$ cat config.mk
export PLATFORM = sky130hd
export DESIGN_NAME = floppy_read_data_command
export DESIGN_NICKNAME = d
export VERILOG_FILES = /design/src/inc/floppy_pkg.sv /design/src/floppy_read_data_command.sv /design/src/step_timer.sv
export VERILOG_INCLUDE_DIRS = /design/src /design/src/inc
export SDC_FILE = /design/constraint.sdc
export NUM_CORES = 1
export LEC_CHECK = 0
export ABC_AREA = 1
export BUFFER_PORTS_ARGS = -buffer_cell sky130_fd_sc_hd__buf_2
export CORE_MARGIN = 5
export CORE_UTILIZATION = 32
export CTS_BUF_LIST = sky130_fd_sc_hd__clkbuf_4 sky130_fd_sc_hd__clkbuf_8 sky130_fd_sc_hd__clkbuf_16
export DETAILED_ROUTE_END_ITERATION = 12
export PLACE_DENSITY_LB_ADDON = 0.3
export SYNTH_ARGS = -nofsm -noshare
export SYNTH_HDL_FRONTEND = slang
export SYNTH_SLANG_ARGS = --single-unit
$ cat constraint.sdc
create_clock -name clk -period 7.9 [get_ports clk]
set_input_delay 1.58 -clock clk [delete_from_list [all_inputs] [get_ports clk]]
set_output_delay 1.58 -clock clk [all_outputs]
set_load 0.05 [all_outputs]
$ cat src/inc/floppy_defs.svh
`ifndef FLOPPY_DEFS_SVH
`define FLOPPY_DEFS_SVH
// opcode layout
`define OPC_MT_BIT 7
`define OPC_DENS_BIT 6
`define OPC_SKIP_BIT 5
`define OPC_READ_LOW 5'h06
`define OPC_READ_DEL_LOW 5'h0c
// second byte layout
`define SEL_HEAD_BIT 2
// phase counts
`define CMD_BYTES 4'h9
`define RES_BYTES 4'h7
// size codes
`define SIZE_CODE_MAX 8'h07
`define SECTOR_BASE_BYTES 16'h0080
// step timing
`define STEP_UNIT_US 500
`define CLK_MHZ 250
`define STEP_UNIT_CYC (`STEP_UNIT_US * `CLK_MHZ)
// write gate pre-erase lead
`define WRITE_LEAD_CYC 8'h10
`endif

$ cat src/inc/floppy_pkg.sv
package floppy_pkg;
   typedef enum logic [2:0] {
      PH_CMD = 3'b000,
      PH_SEEK = 3'b001,
      PH_EXEC = 3'b010,
      PH_RES = 3'b011,
      PH_NEXT = 3'b100
   } phase_t;
endpackage : floppy_pkg

$ cat src/floppy_read_data_command.sv
// How it works
// - after the last command byte, sector data flows drive to system
// - result phase returns three status bytes then four sector identity bytes
// - returned identity is the one reached after execution
// - with omit_deleted_flag set, read data passes over deleted sectors
// - with the flag set, read deleted data touches only deleted sectors
// - with the flag clear, every sector is read regardless of mark
// - step pulses spaced by step_rate_interval, 0.5 to 8 ms
// - relative seek adds relative_cylinder to present cylinder
// - sectors_per_track_count bounds format and counted verify
// - four status registers hold status after each command
// - write_gate_timing shifts write enable earlier for pre-erase
// - multi_track continues from last sector of head 0 onto head 1
// - density_select one gives double density, zero single
// - sector length 128 times two to the size code, codes above 7 held at 7; code 0 uses data_length
`timescale 1ns/10ps
`default_nettype none
`include "floppy_defs.svh"
module floppy_read_data_command
   import floppy_pkg::*;
#(
   parameter int STEP_UNIT = `STEP_UNIT_CYC
) (
   // clock, reset, enable
   input wire logic clk,
   input wire logic rst,
   input wire logic ce,
   // host byte port
   input wire logic cmd_wr,
   input wire logic [7:0] cmd_data,
   input wire logic res_rd,
   output logic [7:0] res_data,
   output logic res_valid,
   output logic cmd_ready,
   // configuration
   input wire logic [3:0] step_rate_interval,
   input wire logic seek_relative,
   input wire logic [7:0] relative_cylinder,
   input wire logic [7:0] sectors_per_track_count,
   input wire logic verify_count_enable,
   input wire logic write_gate_timing,
   input wire logic write_req,
   // drive side sector stream (pins)
   input wire logic sec_valid_pin,
   input wire logic sec_deleted_pin,
   input wire logic [7:0] sec_byte_pin,
   // system side data
   output logic [7:0] xfer_data,
   output logic xfer_valid,
   // drive control
   output logic step_pulse,
   output logic head_sel,
   output logic [1:0] drive_sel,
   output logic double_density,
   output logic write_enable,
   output logic busy,
   output logic [7:0] status_three
);
   // =====================================
   // pin synchronisers
   logic [9:0] pin_s1_ff;
   logic [9:0] pin_s2_ff;
   logic sec_valid_d_ff;
   always_ff @(posedge clk) begin
      if (rst) begin
         pin_s1_ff <= 10'h0;
         pin_s2_ff <= 10'h0;
         sec_valid_d_ff <= 1'b0;
      end else if (ce) begin
         pin_s1_ff <= {sec_valid_pin, sec_deleted_pin, sec_byte_pin};
         pin_s2_ff <= pin_s1_ff;
         sec_valid_d_ff <= pin_s2_ff[9];
      end
   end
   wire s_valid = pin_s2_ff[9];
   wire s_deleted = pin_s2_ff[8];
   wire [7:0] s_byte = pin_s2_ff[7:0];
   wire sec_begin = s_valid & ~sec_valid_d_ff;
   wire sec_end = ~s_valid & sec_valid_d_ff;

   // =====================================
   // state
   phase_t phase_ff, nxt_phase;
   logic [3:0] idx_ff;
   logic [7:0] cmd_ff [0:8];
   logic [7:0] status_ff [0:3];
   logic [7:0] cyl_pos_ff;
   logic [7:0] target_ff;
   logic [15:0] byte_cnt_ff;
   logic accept_ff;
   logic del_seen_ff;
   logic [7:0] sec_done_ff;
   logic [7:0] wg_cnt_ff;

   wire op_is_read = (cmd_ff[0][4:0] == `OPC_READ_LOW);
   wire op_is_rdel = (cmd_ff[0][4:0] == `OPC_READ_DEL_LOW);
   wire multi_track = cmd_ff[0][`OPC_MT_BIT];
   wire skip = cmd_ff[0][`OPC_SKIP_BIT];
   wire [7:0] cyl = cmd_ff[2];
   wire [7:0] hd = cmd_ff[3];
   wire [7:0] sec = cmd_ff[4];
   wire [7:0] end_of_track = cmd_ff[6];

   function automatic logic [15:0] sec_len(input logic [7:0] code, input logic [7:0] data_length);
      if (code == 8'h00) sec_len = {8'h00, data_length};
      else if (code > `SIZE_CODE_MAX) sec_len = `SECTOR_BASE_BYTES << `SIZE_CODE_MAX;
      else sec_len = `SECTOR_BASE_BYTES << code[2:0];
   endfunction : sec_len

   // choose whether a sector is transferred
   wire take_sector = !skip ? 1'b1 : (op_is_rdel ? s_deleted : !s_deleted);
   // the first byte comes with the sector start, so judge it on fresh values
   wire cur_accept = sec_begin ? take_sector : accept_ff;
   wire [15:0] cur_cnt = sec_begin ? sec_len(cmd_ff[5], cmd_ff[8]) : byte_cnt_ff;
   wire byte_take = (phase_ff == PH_EXEC) && s_valid && cur_accept && (cur_cnt != 16'h0);
   // verify and format stop on the sector count when enabled
   wire count_stop = verify_count_enable && (sec_done_ff + 8'h1 >= sectors_per_track_count);
   // a passed-over sector still moves the identity on, only taken ones count
   wire at_track_end = (sec == end_of_track);
   wire last_sector = at_track_end && (!multi_track || hd[0]) || (count_stop && accept_ff);
   // target is latched at command end; a live sum would chase the moving head
   wire [7:0] seek_target = seek_relative ? cyl_pos_ff + relative_cylinder : cyl;
   wire [7:0] step_next = (cyl_pos_ff < target_ff) ? cyl_pos_ff + 8'h1 : cyl_pos_ff - 8'h1;
   wire step_ready;
   wire need_step = (cyl_pos_ff != target_ff);
   wire do_step = (phase_ff == PH_SEEK) && need_step && step_ready;
   wire last_res = (idx_ff == `RES_BYTES - 4'h1);

   step_timer #(.UNIT_CYC(STEP_UNIT)) u_step (
      .clk(clk),
      .rst(rst),
      .ce(ce),
      .start(do_step),
      .rate(step_rate_interval),
      .ready(step_ready)
   );

   always_comb begin
      nxt_phase = phase_ff;
      case (phase_ff)
         PH_CMD: if (cmd_wr && idx_ff == `CMD_BYTES - 4'h1) nxt_phase = PH_SEEK;
         PH_SEEK: if (!need_step && step_ready) nxt_phase = PH_EXEC;
         PH_EXEC: if (sec_end && last_sector) nxt_phase = PH_RES;
         PH_RES: if (res_rd && last_res) nxt_phase = PH_CMD;
         default: nxt_phase = PH_CMD;
      endcase
   end

   // =====================================
   // result byte selection
   wire [3:0] res_idx = (phase_ff == PH_RES && res_rd) ? idx_ff + 4'h1 : idx_ff;
   wire [7:0] res_sel = (res_idx < 4'h3) ? status_ff[res_idx[1:0]] : cmd_ff[res_idx - 4'h1];

   always_ff @(posedge clk) begin
      if (rst) begin
         phase_ff <= PH_CMD;
         idx_ff <= 4'h0;
         cyl_pos_ff <= 8'h00;
         target_ff <= 8'h00;
         byte_cnt_ff <= 16'h0;
         accept_ff <= 1'b0;
         del_seen_ff <= 1'b0;
         sec_done_ff <= 8'h00;
         for (int i = 0; i < 9; i++) cmd_ff[i] <= 8'h00;
         for (int i = 0; i < 4; i++) status_ff[i] <= 8'h00;
      end else if (ce) begin
         phase_ff <= nxt_phase;
         if (phase_ff == PH_CMD && cmd_wr) begin
            cmd_ff[idx_ff] <= cmd_data;
            idx_ff <= (idx_ff == `CMD_BYTES - 4'h1) ? 4'h0 : idx_ff + 4'h1;
         end
         if (phase_ff == PH_CMD && nxt_phase == PH_SEEK) begin
            sec_done_ff <= 8'h00;
            del_seen_ff <= 1'b0;
            target_ff <= seek_target;
         end
         if (do_step) cyl_pos_ff <= step_next;
         if (phase_ff == PH_EXEC && s_valid) begin
            accept_ff <= cur_accept;
            byte_cnt_ff <= byte_take ? cur_cnt - 16'h1 : cur_cnt;
         end
         if (phase_ff == PH_EXEC && sec_begin && take_sector && s_deleted) del_seen_ff <= 1'b1;
         if (phase_ff == PH_EXEC && sec_end) begin
            if (accept_ff) sec_done_ff <= sec_done_ff + 8'h1;
            // advance the stored identity as sectors complete
            if (at_track_end && multi_track && !hd[0]) begin
               cmd_ff[1][`SEL_HEAD_BIT] <= 1'b1;
               cmd_ff[3] <= hd ^ 8'h01;
               cmd_ff[4] <= 8'h01;
            end else if (at_track_end) begin
               cmd_ff[2] <= cyl + 8'h1;
               cmd_ff[4] <= 8'h01;
            end else cmd_ff[4] <= sec + 8'h1;
         end
         if (phase_ff == PH_EXEC && nxt_phase == PH_RES) begin
            status_ff[0] <= {6'h00, cmd_ff[1][1:0]} | (op_is_read | op_is_rdel ? 8'h00 : 8'h80);
            status_ff[1] <= {7'h00, accept_ff && byte_cnt_ff != 16'h0};
            status_ff[2] <= {1'b0, del_seen_ff, 6'h00};
            status_ff[3] <= {3'h0, cyl_pos_ff == 8'h00, 1'b0, cmd_ff[1][2:0]};
         end
         if (phase_ff == PH_RES && res_rd) idx_ff <= last_res ? 4'h0 : idx_ff + 4'h1;
      end
   end

   // =====================================
   // registered outputs
   always_ff @(posedge clk) begin
      if (rst) begin
         res_data <= 8'h00;
         res_valid <= 1'b0;
         cmd_ready <= 1'b1;
         xfer_data <= 8'h00;
         xfer_valid <= 1'b0;
         step_pulse <= 1'b0;
         head_sel <= 1'b0;
         drive_sel <= 2'b00;
         double_density <= 1'b0;
         write_enable <= 1'b0;
         busy <= 1'b0;
         status_three <= 8'h00;
         wg_cnt_ff <= 8'h00;
      end else if (ce) begin
         // one cycle after entry, so the status captured on entry is what shows
         res_data <= (phase_ff == PH_RES && nxt_phase == PH_RES) ? res_sel : 8'h00;
         res_valid <= (phase_ff == PH_RES) && (nxt_phase == PH_RES);
         cmd_ready <= (nxt_phase == PH_CMD);
         // only accepted sector bytes go to the system
         xfer_valid <= byte_take;
         xfer_data <= s_byte;
         step_pulse <= do_step;
         head_sel <= cmd_ff[1][`SEL_HEAD_BIT];
         drive_sel <= cmd_ff[1][1:0];
         double_density <= cmd_ff[0][`OPC_DENS_BIT];
         // pre-erase mode raises write enable a fixed lead before data
         if (!write_req) wg_cnt_ff <= 8'h00;
         else if (wg_cnt_ff != `WRITE_LEAD_CYC) wg_cnt_ff <= wg_cnt_ff + 8'h1;
         write_enable <= write_req && (write_gate_timing || wg_cnt_ff == `WRITE_LEAD_CYC);
         busy <= (nxt_phase != PH_CMD);
         status_three <= status_ff[3];
      end
   end
endmodule : floppy_read_data_command
`default_nettype wire

$ cat src/step_timer.sv
`timescale 1ns/10ps
`default_nettype none
`include "floppy_defs.svh"
// =====================================
// step pulse pacing
module step_timer #(
   parameter int UNIT_CYC = `STEP_UNIT_CYC
) (
   // clock and reset
   input wire logic clk,
   input wire logic rst,
   input wire logic ce,
   // control
   input wire logic start,
   input wire logic [3:0] rate,
   output logic ready
);
   logic [31:0] cnt_ff;
   logic [31:0] nxt_cnt;
   // interval is (rate+1) half-millisecond units, 0.5 to 8 ms
   wire [31:0] span = 32'(UNIT_CYC) * (32'(rate) + 32'h1);
   assign nxt_cnt = start ? span : ((cnt_ff != 32'h0) ? cnt_ff - 32'h1 : cnt_ff);
   assign ready = (cnt_ff == 32'h0);
   always_ff @(posedge clk) begin
      if (rst) cnt_ff <= 32'h0;
      else if (ce) cnt_ff <= nxt_cnt;
   end
endmodule : step_timer
`default_nettype wire

# [Word-level counts from Yosys, hierarchy flattened]
# Memory sizes are Yosys's and may differ from the RTL's. A register that Yosys moved wholly into a read port is not among the register bits.
# Cells that the tools add are included.
[word_totals] inputBits=47 word_cells=198 ff_bits=136 mem_bits_rw=104 output_inout_bits=34 memories=2
[memory_table] name="cmd_ff" words=9 word_bits=8 rd=9 rd_clocked_by_memory_dff=0 write_ports=9 line_no="floppy_read_data_command.sv:85" source="logic [7:0] cmd_ff [0:8];"
[memory_table] name="status_ff" words=4 word_bits=8 rd=2 rd_clocked_by_memory_dff=1 write_ports=4 line_no="floppy_read_data_command.sv:86" source="logic [7:0] status_ff [0:3];"
[op_classes] shifts=1 bitwise=17 n_eq_ne=14 reduce_logical=52 mul=1 magnitude_cmp=4 n_mux=71 addsub=12
[op_table] cell="$mux W8" n=20
[op_table] cell="$mux W16" n=4
[op_table] cell="$mux W32" n=2
[op_table] cell="$add A8 B1 Y8 const B" n=5
[op_table] cell="$mux W1" n=34
[op_table] cell="$logic_not A32 Y1" n=1
[op_table] cell="$mul A14 B32 Y29 const A" n=1
[op_table] cell="$reduce_bool A16 Y1" n=2
[op_table] cell="$reduce_bool A32 Y1" n=1
[op_table] cell="$sub A32 B1 Y32 const B" n=1
[op_table] cell="$logic_and A1 B1 Y1" n=25
[op_table] cell="$mux W4" n=6
[op_table] cell="$logic_not A8 Y1" n=2
[op_table] cell="$shl A8 B3 Y16 const A" n=1
[op_table] cell="$sub A16 B1 Y16 const B" n=1
[op_table] cell="$reduce_and A2 Y1" n=7
[op_table] cell="$mux W3" n=4
[op_table] cell="$pmux W3 S4" n=1
[op_table] cell="$or A1 B1 Y1" n=11
[op_table] cell="$eq A3 B2 Y1 const B" n=3
[op_table] cell="$add A8 B8 Y8" n=1
[op_table] cell="$eq A8 B5 Y1 const B" n=1
[op_table] cell="$eq A8 B8 Y1" n=1
[op_table] cell="$ge A8 B8 Y1" n=1
[op_table] cell="24 further kinds" n=36

# [Longest topological paths before layout]
[logic_depth] ltp_word=15 ltp_mapped=19 depth_no_buf=18

# [Cells and area by module]
# From an unflattened synthesis, not the netlist that was laid out.
[unflattened] hier_cells=2110 area_unflattened_um2=16134.2
[by_module_without_submodules] mod="floppy_read_data_command" seq_area_each_um2=6206.0 instances=1 cells_per_inst=1602 area_per_inst_um2=12921.1
[by_module_without_submodules] mod="step_timer" seq_area_each_um2=640.6 instances=1 cells_per_inst=508 area_per_inst_um2=3213.1

# [Worst setup path before layout]
# No wires, ideal clock.
[synth_timing] path_type="input to register" start="in step_rate_interval[0]" end="reg u_step.cnt_ff[22]" setup_time_ns=0.122 cell_stages=16 required_time_ns=7.778 n_path_buf=0 path_slack_ns=3.050 arrival_ns=4.728 cell_sequence="ha_1 -> xor2_1 -> inv_1 -> fa_1 -> fa_1 -> inv_1 -> ha_1 -> ha_1 -> nand2_1 -> nor2_1 -> a211oi_1 -> nand2_1 -> nand2_1 -> a21boi_0 -> o21ai_0 -> a21oi_1"
[synth_between] elab_chain_len=3
[synth_rtl] item="start: declaration" line_no="floppy_read_data_command.sv:36" source="input wire logic [3:0] step_rate_interval,"
[synth_rtl] item="$add A4 B1 Y5" line_no="step_timer.sv:21" source="wire [31:0] span = 32'(UNIT_CYC) * (32'(rate) + 32'h1);"
[synth_rtl] item="$mul A14 B32 Y29" line_no="step_timer.sv:21"
[synth_rtl] item="$mux W32" line_no="step_timer.sv:22" source="assign nxt_cnt = start ? span : ((cnt_ff != 32'h0) ? cnt_ff - 32'h1 : cnt_ff);"
[synth_rtl] item="end signal: assignment" line_no="step_timer.sv:26" source="else if (ce) cnt_ff <= nxt_cnt;"
[synth_rtl] item="end: declaration" line_no="step_timer.sv:18" source="logic [31:0] cnt_ff;"
# Every way passes these cells.
# A chain may end at the register's enable or synchronous reset.

# [Worst setup path after layout]
# Ends and elaborated chain as after synthesis.

==> summary.md <==
Power
• power share of the sequential group: 0.433
• switching pwr: 997 uW
• Switching Share: 0.275
• internal portion of total power: 2.62 mW
• power density normalized to cell area: 203 nW/um^2
• clock network power share: 0.416
• static power due to leakage: 7.76 nW
• Pwr Total: 3.62 mW
• share of power burned in combinational logic: 0.151
• Peak VDD IR: 0.189 mV

Synthesis
• Area contributors post-synth: sky130_fd_sc_hd__edfxtp_1, sky130_fd_sc_hd__dfxtp_1, sky130_fd_sc_hd__nand2_1, sky130_fd_sc_hd__inv_1, sky130_fd_sc_hd__ha_1
• number of synthesized flops with an enable pin: 134
• post-synthesis sequential area ratio: 0.434
• Synth Area in Simple Gates: 0.253
• post-synthesis share of cell area spent on xor and xnor gates: 0.0343
• cell type with the highest aggregate area in the netlist: sky130_fd_sc_hd__edfxtp_1
• most frequent cells after synthesis: sky130_fd_sc_hd__nand2_1, sky130_fd_sc_hd__inv_1, sky130_fd_sc_hd__nor2_1
• post-synthesis area per instance: 7.76 um^2
• number of synthesized register bits: 275
• top flip-flop cell by instance count after synthesis: sky130_fd_sc_hd__dfxtp_1
• combinational family with the most area after synthesis: simple AND/OR/NAND/NOR gates
• number of unique standard cell types used by synthesis: 57
• Synth top area share: 0.255
• post-synthesis adder-cell area fraction: 0.0665
• Compound-Gate Fraction of Synth Area: 0.124
• mux cell area share after synthesis: 0
• number of cells produced by synthesis: 2033
• Yosys warnings: 0
• dominant cell by count in the synthesized netlist: sky130_fd_sc_hd__nand2_1
• cell area after synthesis: 15800 um^2
• fraction of registers with async set/reset: 0

Global route
• global-route wire length before repair: 73400 um
• global-route total usage across every layer: 0.169
• largest net degree at the start of global routing: 78
• global-route congestion overflow total: 0
• via count of the first global-routing pass: 13200
• antenna violations before repair: 1

STA
• achievable frequency: 204 MHz
• final setup fails: 0
• Total Neg Setup Slack: 0 ps
• setup repair after global routing missed its margin: no
• worst relative slew slack: 0.272
• Final Skew: 12.6 ps
• Worst Hold Margin: 448 ps
• minimum clock period after layout: 4910 ps
• number of max-slew violations in the final report: 0
• Hold Violations, Final: 0
• setup slack after layout: 2990 ps
• fraction of the cycle the final worst path needs: 0.621
• slew of the pin with the lowest slew margin: 1090 ps

Cells and area
• FF+latch area: 6850 um^2
• fill cell count: 5131
• final core area utilization: 0.365
• final std cells w/o fill: 2777
• signed area change from the synthesized netlist to the final layout: 13.1%
• fin area: 17800 um^2
• final antenna diode count: 0
• fraction of layout instances using a drive strength above 1: 0.0876
• total area of multi-input combinational cells: 7570 um^2
• post-layout net count: 2215

Clocking
• H-tree Lvls: 1
• buffer levels on the longest clock path: 3
• cts repair resizes: 0
• postcts setup bufs: 0
• latest clock arrival within the worst-skew pair: 570 ps
• number of buffers added to fix hold violations after cts: 0
• CTS tree: done
• master cell of the clock root buffer: sky130_fd_sc_hd__clkbuf_16
• Inserted Clock Buffers: 30
• clock-pin transition on the worst setup and hold timing paths: 60 ps
• CTS sink count: 275

Route
• violation count after the first detailed-routing iteration: 1061
• vias after detailed routing: 13700
• drt pass-1 iters: 5
• Residual DRC: 0
• DR vias/cell: 4.95
• final routed wirelength across all metal layers: 46200 um
• routed wire length per instance: 16.7 um
• post-detailed-route count of antenna-violating nets: 0

Worst setup path
• Slowest cell on crit path: sky130_fd_sc_hd__xor2_1
• crit start category: input pin
• Crit path required time: 8350 ps
• crit-path leading delay family: adder cells
• Crit. End Element: flip-flop
• max incr delay on CP: 560 ps
• Buffers & Inverters on Critical Path: 3
• kind of critical path: in2reg
• arrival time of data at the critical path endpoint: 5360 ps
• peak fanout along the critical path: 9
• Cell Chain, Critical Path: buf_2, ha_1, xor2_1, inv_1, fa_1, fa_1, inv_1, ha_1, ha_1, nand2_1, nor2_1, a211oi_1, nand2_1, nand2_1, a21boi_0, o21ai_0, a21oi_1

Job
• max_cap viols: 0

Die
• boundary pin count: 81
• die extent in y: 232 um
• Initial Util: 0.323
• DIE AREA: 53800 um^2
• floorplan die width: 232 um
• count of standard-cell rows: 81
• area of the core region: 48800 um^2

Hold path
• class of the most critical hold timing path: reg2reg

Placement
• worst setup timing slack at the placement stage: 2390 ps
• weighted congestion reported at the end of routability-driven placement: 0.875
• Placed Cells incl. Taps: 2721
• post-DP HPWL: 33800 um
• number of I/O port buffers: 76
• post-placement cell area: 16800 um^2

Status
• outcome: finished clean

-- per-layer routing --
metal | routed length, um | global-route usage | up-vias | part of all wire
met5 | 13 | 0 | - | 0.00028
met4 | 1040 | 0.0404 | 2 | 0.022
met3 | 3200 | 0.0278 | 60 | 0.069
met2 | 20000 | 0.263 | 434 | 0.43
met1 | 22000 | 0.245 | 6394 | 0.48
li1 | - | - | 6845 | -
-- flip-flops by register name, indices dropped and copies added (netlist names), 10 cells and up --
register and cells:
byte_cnt_ff 16, pin_s1_ff 10, u_step.cnt_ff 32, cmd_ff 128, pin_s2_ff 10
-- cells in the final DEF, fill, tap and decap left out, drive strengths merged, types with 17 or more instances in the layout --
master	n
xor2	45
nand4	22
dfxtp	141
o21ai	140
edfxtp	134
o211ai	26
nor2	220
inv	276
ha	71
clkbuf	45
a21oi	106
nor3	22
clkinv	17
nand3	175
o22ai	26
nand2	464
buf	84
-- cells by family (layout without fill, tap and decap cells) --
kind of cell	Yosys count	in the layout
fa+ha+maj	79	79
simple gates	931	931
xor+xnor	58	58
other cells	1	4
compound gates	342	342
buf+inv	347	424
flops	275	275
-- final timing paths --
check                             start                 to  slack (ps)  cells past startpoint
setup reg to reg              idx_ff[0]        res_data[6]        4370                     13
hold / removal              res_data[0]        res_data[0]         450                      2
hold reg to reg             res_data[0]        res_data[0]         450                      2
setup / recovery  step_rate_interval[0]  u_step.cnt_ff[22]        2990                     17
-- power by group through the flow --
stage / Sequential (mW) / Clock, mW / Combinational (mW)
4_1_cts: 1.57 / 1.54 / 0.545
3_5_place_dp: 1.60 / 0 / 0.541
3_3_place_gp: 1.60 / 0 / 0.534
2_1_floorplan: 1.59 / 0 / 0.389
5_1_grt: 1.57 / 1.59 / 0.616
6_report: 1.57 / 1.51 / 0.547
-- final cells by class --
class                      instances  area share
clock inverter                    11     0.00582
timing repair buffer              84      0.0247
sequential                       275       0.384
tap                              664      0.0466
multi-input combinational       1414       0.424
clock buffer                      45      0.0549
inverter                         284      0.0598
-- tightest hold or removal path, stage by stage, from the launching register on --
cell and delay [ps]:
sky130_fd_sc_hd__dfxtp_1 310, sky130_fd_sc_hd__nand2_1 60, sky130_fd_sc_hd__nand2_1 40
(Power assumes the default switching activity.)
